## config.mk

```make
export PLATFORM = sky130hd
export DESIGN_NAME = hbw_host_port
export DESIGN_NICKNAME = d
export VERILOG_FILES = /design/src/pkg/hbw_pkg.sv /design/src/design/hbw_host_port.sv /design/src/design/hbw_half_pair.sv
export SDC_FILE = /design/constraint.sdc
export NUM_CORES = 1
export LEC_CHECK = 0
export ABC_AREA = 1
export BUFFER_PORTS_ARGS = -buffer_cell sky130_fd_sc_hd__buf_2
export CAP_MARGIN = 20
export CORE_AREA = 3 3 148 150
export CTS_CLUSTER_DIAMETER = 200
export DETAILED_ROUTE_END_ITERATION = 7
export DIE_AREA = 0 0 151 153
export PLACE_DENSITY_LB_ADDON = 0.2
export SETUP_SLACK_MARGIN = 0.05
export SYNTH_ARGS = -nofsm -noshare
export SYNTH_HDL_FRONTEND = slang
export SYNTH_SLANG_ARGS = --single-unit
```

## constraint.sdc

```tcl
create_clock -name core_clk -period 1.5 [get_ports core_clk]
set_input_delay 0.075 -clock core_clk [delete_from_list [all_inputs] [get_ports core_clk]]
set_output_delay 0.075 -clock core_clk [all_outputs]
set_load 0.01 [all_outputs]
```

## src/pkg/hbw_pkg.sv

```systemverilog
// package for the host bus width and half-word swap port
package hbw_pkg;
    localparam int          HBW_DW            = 32;
    localparam int          HBW_HW            = 16;
    localparam int          HBW_AW            = 8;
    // register offsets (byte addresses, word aligned)
    localparam logic [7:0]  HBW_CONF_OFS      = 8'h74;
    localparam logic [7:0]  HBW_SWAP_OFS      = 8'h98;
    localparam logic [7:0]  HBW_FIFO_OFS      = 8'h00;
    localparam int          HBW_CFG_WIDTH_BIT = 2;
    localparam logic [31:0] HBW_SWAP_RST      = 32'h0000_0000;
    localparam logic [31:0] HBW_SWAP_ALL_ONES = 32'hFFFF_FFFF;

    typedef enum logic {
        HBW_HALF_LOW,
        HBW_HALF_HIGH
    } hbw_half_e;

    // one double-word access toward the core
    typedef struct packed {
        logic [HBW_AW-1:0] addr;
        logic [31:0]       data;
    } hbw_word_s;
endpackage

```

## src/design/hbw_host_port.sv

```systemverilog
// host bus port: 32/16-bit width, half-word pairing and word swap
// How it works
// - the data bus runs 32 or 16 bits wide as picked by the width strap pin.
// - the strapped width reads back in bit 2 of the hardware configuration register.
// - either half may come first so long as the second targets the other half.
// - a second write to the same half is dropped.
// - two reads of the same half give invalid data and the read pairing restarts.
// - in 16-bit mode the upper sixteen data lines are never driven.
// - in 32-bit mode the swap control is ignored and lanes map straight.
// - in 16-bit mode the swap control applies to registers and FIFOs alike.
// - with swap not all ones, half select 0 is the low half and 1 the high half.
// - with swap all ones, half select 0 is the high half and 1 the low half.
// - the core moves the low half of each double word to and from the network first.
// Timing notes
// the strap is sampled at the first clock after reset release and held until the next reset.
// a wide write reaches the core one cycle after it is taken; a narrow pair two cycles after its second half.
// read data and lane enables follow a read by one cycle; the enables stand for that cycle alone.
// a narrow read fetches the whole word with the first half and answers the second half from that copy,
// so a core word that changes between the two halves is seen as it stood at the first half.
// a same-half read answers zero and a same-half write is dropped; both raise read_restart for one cycle.
// the swap control counts only at the exact all-ones value; any other value keeps the default map.
// writes to the configuration word are ignored, since the width comes from the strap alone.
`timescale 1ns/1ps
module hbw_host_port (
    // clock and reset
    input  wire logic                   core_clk,
    input  wire logic                   rstn,
    // strap and host bus
    input  wire logic                   width_strap_pin,
    input  wire logic [7:0]             host_addr,
    input  wire logic                   host_wr,
    input  wire logic                   host_rd,
    input  wire logic [31:0]            host_wdata,
    output logic [31:0]                 host_rdata,
    output logic [31:0]                 host_data_oe,
    // core side
    output logic                        core_wr,
    output hbw_pkg::hbw_word_s          core_wword,
    output logic                        core_rd,
    output logic [7:0]                  core_raddr,
    input  wire logic [31:0]            core_rdata,
    // status
    output logic                        bus_is_16,
    output logic                        read_restart
);
    // mode capture
    logic               strap_taken_q;
    logic               strap_taken_d;
    logic               is16_q;
    logic               is16_d;

    // write path and swap control
    logic [31:0]        swap_q;
    logic [31:0]        swap_d;
    logic               cwr_q;
    logic               cwr_d;
    hbw_pkg::hbw_word_s cword_q;
    hbw_pkg::hbw_word_s cword_d;
    logic [7:0]         wr_addr_q;
    logic [7:0]         wr_addr_d;

    // read path
    logic [31:0]        rdata_q;
    logic [31:0]        rdata_d;
    logic               crd_q;
    logic               crd_d;
    logic [7:0]         craddr_q;
    logic [7:0]         craddr_d;
    logic               rd_open_q;
    logic               rd_open_d;
    logic               rd_half_q;
    logic               rd_half_d;
    logic [31:0]        rd_word_q;
    logic [31:0]        rd_word_d;
    logic               restart_q;
    logic               restart_d;

    // lane enables
    logic [31:0]        oe_q;
    logic [31:0]        oe_d;

    // combinational helpers
    logic               swap_on;
    logic               sel_high;
    logic               pair_done;
    logic               pair_same;
    logic [31:0]        pair_word;
    logic               half_wr;
    logic [7:0]         word_addr;
    logic [31:0]        local_rdata;
    logic               local_hit;
    logic [31:0]        fetch_word;
    logic [15:0]        fetch_half;
    logic               commit_go;
    logic [7:0]         commit_addr;
    logic [31:0]        commit_data;

    // swap only counts in 16-bit mode and only for the all-ones value
    // swap ignored wide
    assign swap_on   = is16_q && (swap_q == hbw_pkg::HBW_SWAP_ALL_ONES);
    assign sel_high  = host_addr[1] ^ swap_on;
    assign word_addr = {host_addr[7:2], 2'b00};
    assign half_wr   = is16_q && host_wr;
    // a read answers from the local registers when the address matches them, else from the core
    assign fetch_word = local_hit ? local_rdata : core_rdata;
    assign fetch_half = sel_high ? fetch_word[31:16] : fetch_word[15:0];

    hbw_half_pair u_wr_pair (
        .core_clk  (core_clk),
        .rstn      (rstn),
        .strobe    (half_wr),
        .half_high (sel_high),
        .half_data (host_wdata[15:0]),
        .done      (pair_done),
        .same_half (pair_same),
        .word      (pair_word)
    );

    // local registers: configuration readback and swap control
    always_comb begin
        local_hit   = 1'b1;
        local_rdata = 32'h0000_0000;
        case (word_addr)
            hbw_pkg::HBW_CONF_OFS: begin
                local_rdata[hbw_pkg::HBW_CFG_WIDTH_BIT] = ~is16_q;
            end
            hbw_pkg::HBW_SWAP_OFS: begin
                // the swap control reads back whole, in either width
                local_rdata = swap_q;
            end
            default: begin
                // every other word belongs to the core
                local_hit = 1'b0;
            end
        endcase
    end

    // strap is caught at the first clock after reset release, not by the reset itself
    always_comb begin
        strap_taken_d = 1'b1;
        is16_d        = is16_q;
        if (!strap_taken_q) begin
            is16_d = ~width_strap_pin;
        end
    end

    // one word to commit per cycle: a wide write, or a finished narrow pair
    always_comb begin
        commit_go   = 1'b0;
        commit_addr = wr_addr_q;
        commit_data = pair_word;
        if (!is16_q && host_wr) begin
            commit_go   = 1'b1;
            commit_addr = word_addr;
            commit_data = host_wdata;
        end else if (pair_done) begin
            commit_go   = 1'b1;
        end
    end

    // write side: a committed word lands in the swap control, is dropped for the
    // read-only configuration word, or goes to the core
    always_comb begin
        swap_d    = swap_q;
        cwr_d     = 1'b0;
        cword_d   = cword_q;
        wr_addr_d = wr_addr_q;
        if (half_wr) begin
            wr_addr_d = word_addr;
        end
        if (commit_go) begin
            cword_d = '{addr: commit_addr, data: commit_data};
            if (commit_addr == hbw_pkg::HBW_SWAP_OFS) begin
                swap_d = commit_data;
            end else if (commit_addr != hbw_pkg::HBW_CONF_OFS) begin
                cwr_d = 1'b1;
            end
        end
    end

    // read side: a narrow pair fetches the word at the first half and keeps a copy
    always_comb begin
        rdata_d   = rdata_q;
        crd_d     = 1'b0;
        craddr_d  = craddr_q;
        rd_open_d = rd_open_q;
        rd_half_d = rd_half_q;
        rd_word_d = rd_word_q;
        restart_d = 1'b0;
        if (host_rd) begin
            if (!is16_q) begin
                // wide read: the whole word at once
                rdata_d  = fetch_word;
                crd_d    = ~local_hit;
                craddr_d = word_addr;
            end else if (!rd_open_q) begin
                // narrow first half: fetch the word and keep it for the other half
                rd_open_d = 1'b1;
                rd_half_d = sel_high;
                crd_d     = ~local_hit;
                craddr_d  = word_addr;
                rd_word_d = fetch_word;
                rdata_d   = {16'h0000, fetch_half};
            end else if (sel_high == rd_half_q) begin
                rd_open_d = 1'b0;
                restart_d = 1'b1;
                rdata_d   = 32'h0000_0000;
            end else begin
                // narrow second half: answered from the kept copy
                rd_open_d = 1'b0;
                rdata_d   = sel_high ? {16'h0000, rd_word_q[31:16]} : {16'h0000, rd_word_q[15:0]};
            end
        end
        // a dropped same-half write is reported through the same status flop
        if (pair_same) begin
            restart_d = 1'b1;
        end
    end

    // drive enables: full bus when wide, low lanes only when narrow
    always_comb begin
        oe_d = 32'h0000_0000;
        if (host_rd) begin
            oe_d = is16_q ? 32'h0000_FFFF : 32'hFFFF_FFFF;
        end
    end

    // mode capture registers
    always_ff @(posedge core_clk or negedge rstn) begin
        if (!rstn) begin
            strap_taken_q <= 1'b0;
            is16_q        <= 1'b0;
        end else begin
            strap_taken_q <= strap_taken_d;
            is16_q        <= is16_d;
        end
    end

    // write path registers; the swap control returns to its reset value with the port
    always_ff @(posedge core_clk or negedge rstn) begin
        if (!rstn) begin
            swap_q    <= hbw_pkg::HBW_SWAP_RST;
            cwr_q     <= 1'b0;
            cword_q   <= '0;
            wr_addr_q <= 8'h00;
        end else begin
            swap_q    <= swap_d;
            cwr_q     <= cwr_d;
            cword_q   <= cword_d;
            wr_addr_q <= wr_addr_d;
        end
    end

    // read path registers
    always_ff @(posedge core_clk or negedge rstn) begin
        if (!rstn) begin
            rdata_q   <= 32'h0000_0000;
            crd_q     <= 1'b0;
            craddr_q  <= 8'h00;
            rd_open_q <= 1'b0;
            rd_half_q <= 1'b0;
            rd_word_q <= 32'h0000_0000;
            restart_q <= 1'b0;
        end else begin
            rdata_q   <= rdata_d;
            crd_q     <= crd_d;
            craddr_q  <= craddr_d;
            rd_open_q <= rd_open_d;
            rd_half_q <= rd_half_d;
            rd_word_q <= rd_word_d;
            restart_q <= restart_d;
        end
    end

    // lane enable register
    always_ff @(posedge core_clk or negedge rstn) begin
        if (!rstn) begin
            oe_q <= 32'h0000_0000;
        end else begin
            oe_q <= oe_d;
        end
    end

    // core sees whole words, low half is bits 15:0
    assign host_rdata   = rdata_q;
    assign host_data_oe = oe_q;
    assign core_wr      = cwr_q;
    assign core_wword   = cword_q;
    assign core_rd      = crd_q;
    assign core_raddr   = craddr_q;
    assign bus_is_16    = is16_q;
    assign read_restart = restart_q;
endmodule

```

## src/design/hbw_half_pair.sv

```systemverilog
// pairs two half-word accesses into one double word
`timescale 1ns/1ps
module hbw_half_pair (
    input  wire logic               core_clk,
    input  wire logic               rstn,
    input  wire logic               strobe,
    input  wire logic               half_high,
    input  wire logic [15:0]        half_data,
    output logic                    done,
    output logic                    same_half,
    output logic [31:0]             word
);
    logic        open_q,  open_d;
    logic        half_q,  half_d;
    logic [15:0] keep_q,  keep_d;
    logic        done_q,  done_d;
    logic        same_q,  same_d;
    logic [31:0] word_q,  word_d;

    // a second half that matches the first is flagged and the pair restarts
    always_comb begin
        open_d = open_q;
        half_d = half_q;
        keep_d = keep_q;
        done_d = 1'b0;
        same_d = 1'b0;
        word_d = word_q;
        if (strobe) begin
            if (!open_q) begin
                open_d = 1'b1;
                half_d = half_high;
                keep_d = half_data;
            end else if (half_high == half_q) begin
                open_d = 1'b0;
                same_d = 1'b1;
            end else begin
                open_d = 1'b0;
                done_d = 1'b1;
                word_d = half_high ? {half_data, keep_q} : {keep_q, half_data};
            end
        end
    end

    always_ff @(posedge core_clk or negedge rstn) begin
        if (!rstn) begin
            open_q <= 1'b0;
            half_q <= 1'b0;
            keep_q <= 16'h0000;
            done_q <= 1'b0;
            same_q <= 1'b0;
            word_q <= 32'h0000_0000;
        end else begin
            open_q <= open_d;
            half_q <= half_d;
            keep_q <= keep_d;
            done_q <= done_d;
            same_q <= same_d;
            word_q <= word_d;
        end
    end

    assign done      = done_q;
    assign same_half = same_q;
    assign word      = word_q;
endmodule

```

==> qor.yml, run 1 <==
status: "finished, violations left"
failed_checks: "negative hold slack, negative setup slack"
tns_ps: -35980
p_comb_share_pct: 33.2
core_area_sq_um: 20800
cpPeakStageDelay_ps: 410
overflow: 0
ant_nets: 0
yosysSeqAreaShare_pct: 49.3
final_common_cell: "nand2_1"
seqPwrFrac_pct: 39.9
crit_type: "reg2reg"
power.switching_uw: 7430
cts_buffers: 23
hold_class: "in2reg"
start_kind: "flip-flop"
clk_latency_ps: 520
cts_tree: "built"
layout_common_cells: "nand2_1, dfrtp_1, buf_2"
r2r_setup_slack_ps: -420
dpl_worst_slack_ps: -380
leakage_uw: 0.00831
cts_buffer_depth: 3
nets: 1807
slew_violations: 0
fin_skew_ps: 15.3
grt_pass1_wl_mm: 54.3
floorplan.die_area_sq_um: 23100
ctsHtreeMaxLevel: 1
path_cells: "buf_6, nand2_2, inv_2, nand2_4, nor2_4, nand4_4, nand2_8, nand2_8, nand2_8, nand2_8, clkbuf_16, nand2_2, nand2_1"
post-route-period-util_pct: 128
switching_share_pct: 35.1
async_reset_ff_share_pct: 100
layout_min_cycle_time_ps: 1920
die_w_um: 151
area_growth_pct: 49.5
syn_avg_cell_area_sq_um: 7.56
cts.clk_slew.worst_paths_ps: 60
root_buffer: "clkbuf_16"
hold_violations: 1
io_pins: 193
dp_hpwl_mm: 22.6
fillers: 1426
p_per_area_nw_per_um2: 1350
hold_ws_ps: -7.83
power.internal_uw: 13700
synthFlopType: "dfrtp_1"
netlist_instances: 1389
drc: 0
synth_edf_count: 0
syn_area_sq_um: 10500
crit_top_cell: "nand2_8"
vias: 11166
grt_start_max_net_pins: 51
drive_gt1_share_pct: 37.1
clock.fmax_mhz: 520
drtIter0Drc: 916
antenna_found_initial: 3
globalplace.congestion: 0.949
tightest_slew_ps: 509
cts.sinks: 207
finalPower_uw: 21200
cp_max_fo: 6
ys_types: 39
rsz0062_at_grt: "yes"
ir_drop_mv: 1.13
io_buffers: 187
pwr-share-clk_pct: 26.9
grt_usage_pct: 29.5
cp.arrival_ps: 2310
slowest_stage: "dfrtp_2"
utilization_pct: 75.4
max-slew-margin-rel_pct: 66.1
synth-seq-cells: 207
ys_warn_count: 0
end_kind: "flip-flop"
vias_per_cell: 5.52
grt_pass1_vias: 10221
first_pass_iters: 6
setup_viol: 123
routed_wl_mm: 38.6
dieHeight_um: 153
wl_per_cell_um: 19.1
initial_core_util_pct: 50.5
setup_slack_ps: -424
cap_violations: 0
cp.required_ps: 1890
placementRows: 53
==> Yosys cell counts, types with 4 or more instances <==
cell | count | area, sq um
nand2_1 | 576 | 2160
dfrtp_1 | 207 | 5180
o21ai_0 | 143 | 716
nand3_1 | 130 | 651
inv_1 | 104 | 390
nor2_1 | 38 | 143
buf_4 | 37 | 278
clkbuf_1 | 35 | 131
buf_2 | 23 | 115
a31oi_1 | 16 | 100
a22oi_1 | 15 | 113
buf_6 | 10 | 113
o21ai_1 | 9 | 45.0
nand2_4 | 6 | 67.6
nand2_2 | 4 | 25.0
==> through the flow <==
stage | std cells | instance area [sq um]
finish | 2022 | 15700
global route | 2022 | 15700
detailed placement | 1877 | 12500
global placement | 1877 | 12500
floorplan | 1392 | 10600
CTS | 2001 | 14600
==> worst paths after layout <==
path | startpoint | endpoint | depth (start not counted)
worst max register to register | bus_is_16$_DFFE_PN0N_ | u_wr_pair.word[11]$_DFFE_PN0P_ | 13
worst max-delay path | bus_is_16$_DFFE_PN0N_ | u_wr_pair.word[11]$_DFFE_PN0P_ | 13
max in group asynchronous | rstn | swap_q[15]$_DFFE_PN0P_ | 3
worst min register to register | strap_taken_q$_DFF_PN0_ | bus_is_16$_DFFE_PN0N_ | 1
min in group asynchronous | rstn | host_rdata[24]$_DFFE_PN0P_ | 2
worst min-delay path | core_rdata[5] | rd_word_q[5]$_DFFE_PN0P_ | 5
==> routing by layer <==
metal / GRT usage [%] / vias up / part of all wire, %
met5: 0 / - / 0
met4: 10.3 / 0 / 5.1
met3: 3.11 / 159 / 7.2
met2: 50.1 / 584 / 51
met1: 39.2 / 5346 / 37
li1: - / 5077 / -
==> worst max-delay path: cells and delay by family, from the launching register on <==
kind | cells | cell delay [ps]
AND/OR/NAND/NOR | 10 | 990
flip-flops | 1 | 410
buffers and inverters | 3 | 390
==> cell families (layout without fill, tap and decap cells) <==
| kind of cell | Yosys count | in the layout | synth area share [%] |
|---|---|---|---|
| AND/OR/NAND/NOR | 771 | 773 | 30.7 |
| AO/OA/AOI/OAI | 191 | 191 | 9.81 |
| flip-flops | 207 | 207 | 49.3 |
| buffers and inverters | 218 | 568 | 10.1 |
| other | 2 | 8 | 0.0715 |
==> registers in the layout, indices dropped and copies added (netlist names), 2 cells and up <==
name and cells:
swap_q 32, u_wr_pair.word 32, rd_word_q 32, wr_addr_q 6
core_wword 38, host_rdata 32, core_raddr 6, u_wr_pair.keep_q 16
host_data_oe 2
==> repair_timing <==
action | in CTS | in global routing
endpoints found under the setup margin | 124 | 174
pin swaps | 7 | 66
resized for setup | 114 | 256
setup buffers | 26 | 21
cloned | 15 | 13
endpoints found under the hold margin | 301 | 0
hold buffers | 45 | 0
==> cell type report <==
class | instances | area [sq um] | share of cell area, %
Antenna cell | 3 | 7.51 | 0.0478
Timing Repair Buffer | 420 | 3730 | 23.7
Sequential cell | 207 | 5180 | 33.0
Clock inverter | 9 | 97.6 | 0.622
Inverter | 108 | 420 | 2.68
Timing Repair inverter | 1 | 6.26 | 0.0398
Tap cell | 275 | 344 | 2.19
Clock buffer | 30 | 652 | 4.15
Multi-Input combinational cell | 969 | 5260 | 33.5
==> power by group through the flow <==
stage	combinational, uW	sequential, uW	clock (uW)
after global placement	5090	8160	0
after global routing	7620	8580	5970
after CTS	6030	8150	5710
after floorplan	2710	8230	0
after detailed placement	5210	8190	0
final	7030	8450	5690
No activity file was read; power rests on OpenSTA's default activity.
==> inputs of run 2 (changes only) <==
--- a/config.mk
+++ b/config.mk
@@ -8,10 +8,10 @@
 export ABC_AREA = 1
 export BUFFER_PORTS_ARGS = -buffer_cell sky130_fd_sc_hd__buf_2
 export CAP_MARGIN = 20
-export CORE_AREA = 3 3 148 150
+export CORE_AREA = 3 3 192 194
 export CTS_CLUSTER_DIAMETER = 200
 export DETAILED_ROUTE_END_ITERATION = 7
-export DIE_AREA = 0 0 151 153
+export DIE_AREA = 0 0 195 197
 export PLACE_DENSITY_LB_ADDON = 0.2
 export SETUP_SLACK_MARGIN = 0.05
 export SYNTH_ARGS = -nofsm -noshare
==> run 2 against run 1 <==
The flow still finishes with violations (negative hold slack, negative setup slack). Clock skew fell by 5.9 ps. Critical path type unchanged. Final area shrank 5.6%. Worst setup slack improved by 110 ps. Cell count is 8.2% higher. Largest power group unchanged. Critical path depth down 1. Sequential share of layout area rose by 2.0 points. Total power shrank 4.5%. Count of clock-buffer cells in the layout grew 11. Sequential power is 2% lower. Wire length down 4.7%. Combinational power is 17% lower. First-iteration DRC count fell by 14%.
==> qor.yml, run 2 (synthesis results as in run 1) <==
status: "finished, violations left"
failed_checks: "negative hold slack, negative setup slack"
layout_min_cycle_time_ps: 1820  # -109 ps
end_kind: "flip-flop"
power.switching_uw: 6830  # -8.2%
hold_violations: 1  # unchanged
cts.sinks: 207  # unchanged
cp.required_ps: 1950  # +60 ps
setup_slack_ps: -315  # +109 ps
dpl-instance-area_sq_um: 12800  # +2.2%
rsz0062_at_grt: "yes"
root_buffer: "clkbuf_16"
grt_pass1_vias: 9900  # -3.1%
power.internal_uw: 13400  # -2.5%
largest_register_ffs: 38  # unchanged
globalplace.congestion: 0.838  # -12%
layout_common_cells: "nand2_1, dfrtp_1, buf_2"
first_pass_iters: 6  # unchanged
pwr-share-clk_pct: 30.1  # +3.2 points
die_w_um: 195  # +29%
switching_share_pct: 33.8  # -1.4 points
fillers: 3640  # +160%
cap_violations: 0  # unchanged
cp_max_fo: 12  # +6
crit_type: "reg2reg"
setup_viol: 111  # -9.8%
hold_ws_ps: -6.95  # +0.879 ps
fin_skew_ps: 9.44  # -5.86 ps
drtIter0Drc: 785  # -14%
ant_nets: 0  # unchanged
drive_gt1_share_pct: 28.1  # -9.0 points
overflow: 0  # unchanged
cts_tree: "built"
core_area_sq_um: 35400  # +70%
crit_top_cell: "nand2_1"
grt_start_max_net_pins: 50  # -2.0%
grt_usage_pct: 18.5  # -11 points
slew_violations: 0  # unchanged
hold_class: "in2reg"
path_cells: "inv_2, nand2_4, inv_6, buf_4, o21ai_4, o211ai_1, nor2_4, nand2_8, nor2_8, buf_6, nand2_1, nand2_1"
leakage_uw: 0.00794  # -4.5%
placementRows: 69  # +30%
cp.arrival_ps: 2270  # -40 ps
grt_pass1_wl_mm: 56.7  # +4.4%
p_per_area_nw_per_um2: 1360  # +1.2%
wl_per_cell_um: 16.8  # -12%
area_growth_pct: 41.0
tns_ps: -24990  # +10,980 ps
final_common_cell: "nand2_1"
dp_hpwl_mm: 26.1  # +16%
clk_latency_ps: 520  # about the same
vias: 10208  # -8.6%
cts_buffer_depth: 3  # unchanged
cpPeakStageDelay_ps: 380  # -30 ps
routed_wl_mm: 36.8  # -4.7%
fin_area_sq_um: 14800  # -5.6%
post-route-period-util_pct: 121  # -7.3 points
nets: 1784  # -1.3%
p_comb_share_pct: 29.0  # -4.2 points
io_buffers: 187  # unchanged
dieHeight_um: 197  # +29%
drc: 0  # unchanged
r2r_setup_slack_ps: -320  # +110 ps
vias_per_cell: 4.67  # -15%
seqPwrFrac_pct: 40.9  # +1.0 points
io_pins: 193  # unchanged
start_kind: "flip-flop"
cts_buffers: 25  # +8.7%
initial_core_util_pct: 29.7  # -21 points
slowest_stage: "dfrtp_2"
ctsHtreeMaxLevel: 1  # unchanged
ir_drop_mv: 0.886  # -22%
floorplan.die_area_sq_um: 38400  # +66%
clock.fmax_mhz: 551  # +6.0%
cts.clk_slew.worst_paths_ps: 60  # about the same
antenna_found_initial: 2  # -1
-- run 2: routing by layer --
metal | global-route usage, % | wire (um) | up-vias
met5 | 0 | 0 | -
met4 | 5.18 | 1190 | 0
met3 | 2.22 | 1620 | 57
met2 | 31.1 | 17500 | 282
met1 | 25.4 | 16400 | 4840
li1 | - | - | 5029
-- run 2: area by class of cell --
type | instances | area [sq um] | share of cell area [%]
diodes | 2 | 5.00 | 0.0338
clock buffers | 41 | 776 | 5.24
clock inverters | 3 | 40.0 | 0.270
inverters | 108 | 415 | 2.80
multi-input cells | 970 | 4690 | 31.7
flip-flops and latches | 207 | 5180 | 35.0
well taps | 461 | 577 | 3.89
repair buffers | 395 | 3130 | 21.1
-- run 2: final timing paths --
| path | start | endpoint | cells past startpoint |
|---|---|---|---|
| worst max register to register | bus_is_16$_DFFE_PN0N_ | swap_q[20]$_DFFE_PN0P_ | 12 |
| worst max-delay path | bus_is_16$_DFFE_PN0N_ | swap_q[20]$_DFFE_PN0P_ | 12 |
| max in group asynchronous | rstn | core_wword[23]$_DFFE_PN0P_ | 3 |
| worst min register to register | strap_taken_q$_DFF_PN0_ | bus_is_16$_DFFE_PN0N_ | 1 |
| worst min-delay path | core_rdata[14] | rd_word_q[14]$_DFFE_PN0P_ | 5 |
| min in group asynchronous | rstn | host_rdata[28]$_DFFE_PN0P_ | 2 |
-- run 2: repair_timing --
| item | in CTS | in global routing |
|---|---|---|
| cloned | 6 | 5 |
| setup endpoints to repair | 124 | 174 |
| pin swaps | 27 | 11 |
| endpoints found under the hold margin | 305 | 0 |
| hold buffers | 47 | 0 |
| buffers inserted | 12 | 1 |
| resized for setup | 86 | 69 |
-- run 2: per-stage QoR --
stage	setup slack, ps	hold WS (ps)	cells	util, %	total power (uW)
after global placement	-354	75.2	2071	36.1	13500
after detailed placement	-340	69.4	2071	36.1	13600
after global routing	-416	16.4	2187	41.9	21500
after CTS	-290	3.40	2179	41.0	20200
after floorplan	-148	-221	1392	-	10900
final	-315	-6.95	2187	41.9	20200
-- run 2: critical path: cells and delay by family, from the launching register on --
family / cells / cell delay, ps
buf+inv: 4 / 390
compound gates: 2 / 280
flops: 1 / 380
simple gates: 6 / 690
-- run 2: power groups by stage --
stage                     logic (uW)  registers, uW  clock network (uW)
after floorplan                 2710           8230                   0
after global placement          5260           8270                   0
after detailed placement        5310           8280                   0
after CTS                       5720           8240                6220
after global routing            6590           8440                6480
final                           5870           8260                6090
==> inputs of run 3 (changes only) <==
--- a/config.mk
+++ b/config.mk
@@ -9,10 +9,12 @@
 export BUFFER_PORTS_ARGS = -buffer_cell sky130_fd_sc_hd__buf_2
 export CAP_MARGIN = 20
 export CORE_AREA = 3 3 192 194
+export CTS_BUF_LIST = sky130_fd_sc_hd__clkbuf_8
 export CTS_CLUSTER_DIAMETER = 200
 export DETAILED_ROUTE_END_ITERATION = 7
 export DIE_AREA = 0 0 195 197
 export PLACE_DENSITY_LB_ADDON = 0.2
+export REMOVE_ABC_BUFFERS = 1
 export SETUP_SLACK_MARGIN = 0.05
 export SYNTH_ARGS = -nofsm -noshare
 export SYNTH_HDL_FRONTEND = slang
==> run 3 against run 2 <==
The run ends with negative setup slack left. Combinational power up 5.1%. Fmax up 0.91%. Wire length up 0.21%. Critical endpoint is now u_wr_pair.word[28]$_DFFE_PN0P_. Non-clock buffer count up 9. Clock power down 6.6%. Cell count up 1.7%. Die area unchanged. Count of clock-buffer cells in the layout up 9. Critical path depth unchanged. Sequential share of layout area down 1.1 points.
==> qor.yml, run 3 (synthesis results as in run 1) <==
io_buffers: 187  # unchanged
failed_checks: "negative setup slack"
tightest_slew_ps: 512
ir_drop_mv: 0.694  # -22%
dpl_worst_slack_ps: -331  # +9.44 ps
hold_class: "in2reg"
min_from: "host_addr[3]"
dp_hpwl_mm: 23.9  # -8.2%
globalplace.congestion: 0.799  # -4.7%
core_area_sq_um: 35400  # unchanged
initial_core_util_pct: 29.7  # unchanged
layout_min_cycle_time_ps: 1800  # -16.4 ps
cp_top_family: "simple AND/OR/NAND/NOR gates"
rsz0062_at_grt: "yes"
cts.clk_slew.worst_paths_ps: 60  # about the same
end_kind: "flip-flop"
vias: 10192  # -0.16%
area_growth_pct: 45.7
setup_viol: 117  # +5.4%
clk_latency_ps: 540  # +20 ps
overflow: 0  # unchanged
setup_slack_ps: -299  # +16.4 ps
clock.fmax_mhz: 556  # +0.91%
ant_nets: 0  # unchanged
post-route-period-util_pct: 120  # -1.1 points
reg2reg_depth: 12  # unchanged
die_w_um: 195  # unchanged
dieHeight_um: 197  # unchanged
antenna_found_initial: 2  # unchanged
largest_register_ffs: 38  # unchanged
path_cells: "nand2_1, nor2_2, and2_1, nand3_2, nand2_4, nand2_8, nand2_4, nand2_8, nand2_8, clkbuf_16, nand2_2, nand2_1"
cp_max_fo: 7  # -5
slowest_stage: "dfrtp_1"
ctsHtreeMaxLevel: 2  # +1
r2r_start: "swap_q[1]$_DFFE_PN0P_"
slew_violations: 0  # unchanged
start_kind: "flip-flop"
r2r_end: "u_wr_pair.word[28]$_DFFE_PN0P_"
grt_pass1_vias: 9861  # -0.39%
cp.required_ps: 1980  # +30 ps
cts.sinks: 207  # unchanged
max-slew-margin-rel_pct: 65.6
final_common_cell: "nand2_1"
path_buf_inv: 1  # -3
grt_usage_pct: 17.7  # -0.79 points
vias_per_cell: 4.58  # -1.8%
cap_violations: 0  # unchanged
layout_common_cells: "nand2_1, dfrtp_1, buf_2"
cp.arrival_ps: 2280  # about the same
nets: 1806  # +1.2%
io_pins: 193  # unchanged
root_buffer: "clkbuf_8"
wl_per_cell_um: 16.6  # -1.5%
p_per_area_nw_per_um2: 1310  # -4.0%
cts_buffer_depth: 3  # unchanged
leakage_uw: 0.00830  # +4.5%
r2r_setup_slack_ps: -300  # +20 ps
routed_wl_mm: 36.8  # +0.21%
hold_path_depth: 4  # -1
first_pass_iters: 5  # -1
grt_pass1_wl_mm: 55.0  # -3.0%
drc: 0  # unchanged
status: "finished, violations left"
fin_area_sq_um: 15300  # +3.3%
cts_tree: "built"
crit_top_cell: "nand2_8"
crit_type: "reg2reg"
cts_buffers: 41  # +64%
finalPower_uw: 20100  # -0.77%
placementRows: 69  # unchanged
cpPeakStageDelay_ps: 370  # about the same
hold_ws_ps: 14.9  # +21.8 ps
grt_start_max_net_pins: 60  # +20%
drtIter0Drc: 647  # -18%
floorplan.die_area_sq_um: 38400  # unchanged
hold_violations: 0  # -1
dpl-instance-area_sq_um: 12600  # -1.6%
holdPathEnd: "core_raddr[3]$_DFFE_PN0P_"
fin_skew_ps: 17.7  # +8.27 ps
drive_gt1_share_pct: 32.8  # +4.7 points
## run 3: area by class of cell
cell class              instances  area [sq um]
multi-input cells             967          4870
clock inverters                25           126
fillers                      3641         20100
flip-flops and latches        207          5180
well taps                     461           577
inverters                     108           429
diodes                          2          5.00
repair buffers                404          3430
clock buffers                  50           688
## run 3: per-stage QoR
stage,cells,setup TNS [ps],util [%]
CTS,2196,-17330,40.3
finish,2224,-21510,43.2
floorplan,1282,-135510,-
global placement,2057,-30090,35.5
detailed placement,2057,-31900,35.5
global route,2224,-34550,43.2
## run 3: tightest hold or removal path, stage by stage
cell,delay (ps)
buf_2,120
inv_1,100
buf_4,120
o21ai_0,80
## run 3: report_power, final
group,internal [uW],switching [uW],leakage (uW)
clock,3170,2520,0.000493
sequential,7160,1050,0.00263
combinational,2760,3410,0.00517
total,13100,6980,0.00830
## run 3: worst max-delay path by stage
stage | to | depth (start not counted) | slack [ps] | start
floorplan | u_wr_pair.word[0]$_DFFE_PN0P_ | 11 | -1120 | bus_is_16$_DFFE_PN0N_
CTS | swap_q[28]$_DFFE_PN0P_ | 12 | -250 | bus_is_16$_DFFE_PN0N_
finish | u_wr_pair.word[28]$_DFFE_PN0P_ | 12 | -300 | swap_q[1]$_DFFE_PN0P_
global route | host_rdata[1]$_DFFE_PN0P_ | 12 | -420 | swap_q[1]$_DFFE_PN0P_
global placement | swap_q[2]$_DFFE_PN0P_ | 11 | -330 | bus_is_16$_DFFE_PN0N_
detailed placement | swap_q[6]$_DFFE_PN0P_ | 11 | -330 | bus_is_16$_DFFE_PN0N_
## run 3: routing by layer
layer | routed length [um] | track usage (%) | vias to the layer above
li1 | - | - | 5082
met1 | 16500 | 24.6 | 4798
met2 | 17800 | 29.1 | 255
met3 | 1680 | 2.67 | 57
met4 | 818 | 4.81 | 0
met5 | 0 | 0 | -
## run 3: timing repair
action                                  CTS  global route
hold buffers                             54             0
endpoints found under the hold margin   329             0
cloned                                    1            17
resized for setup                       103           182
setup buffers                            10            10
pin swaps                                 7            58
endpoints found under the setup margin  124           161
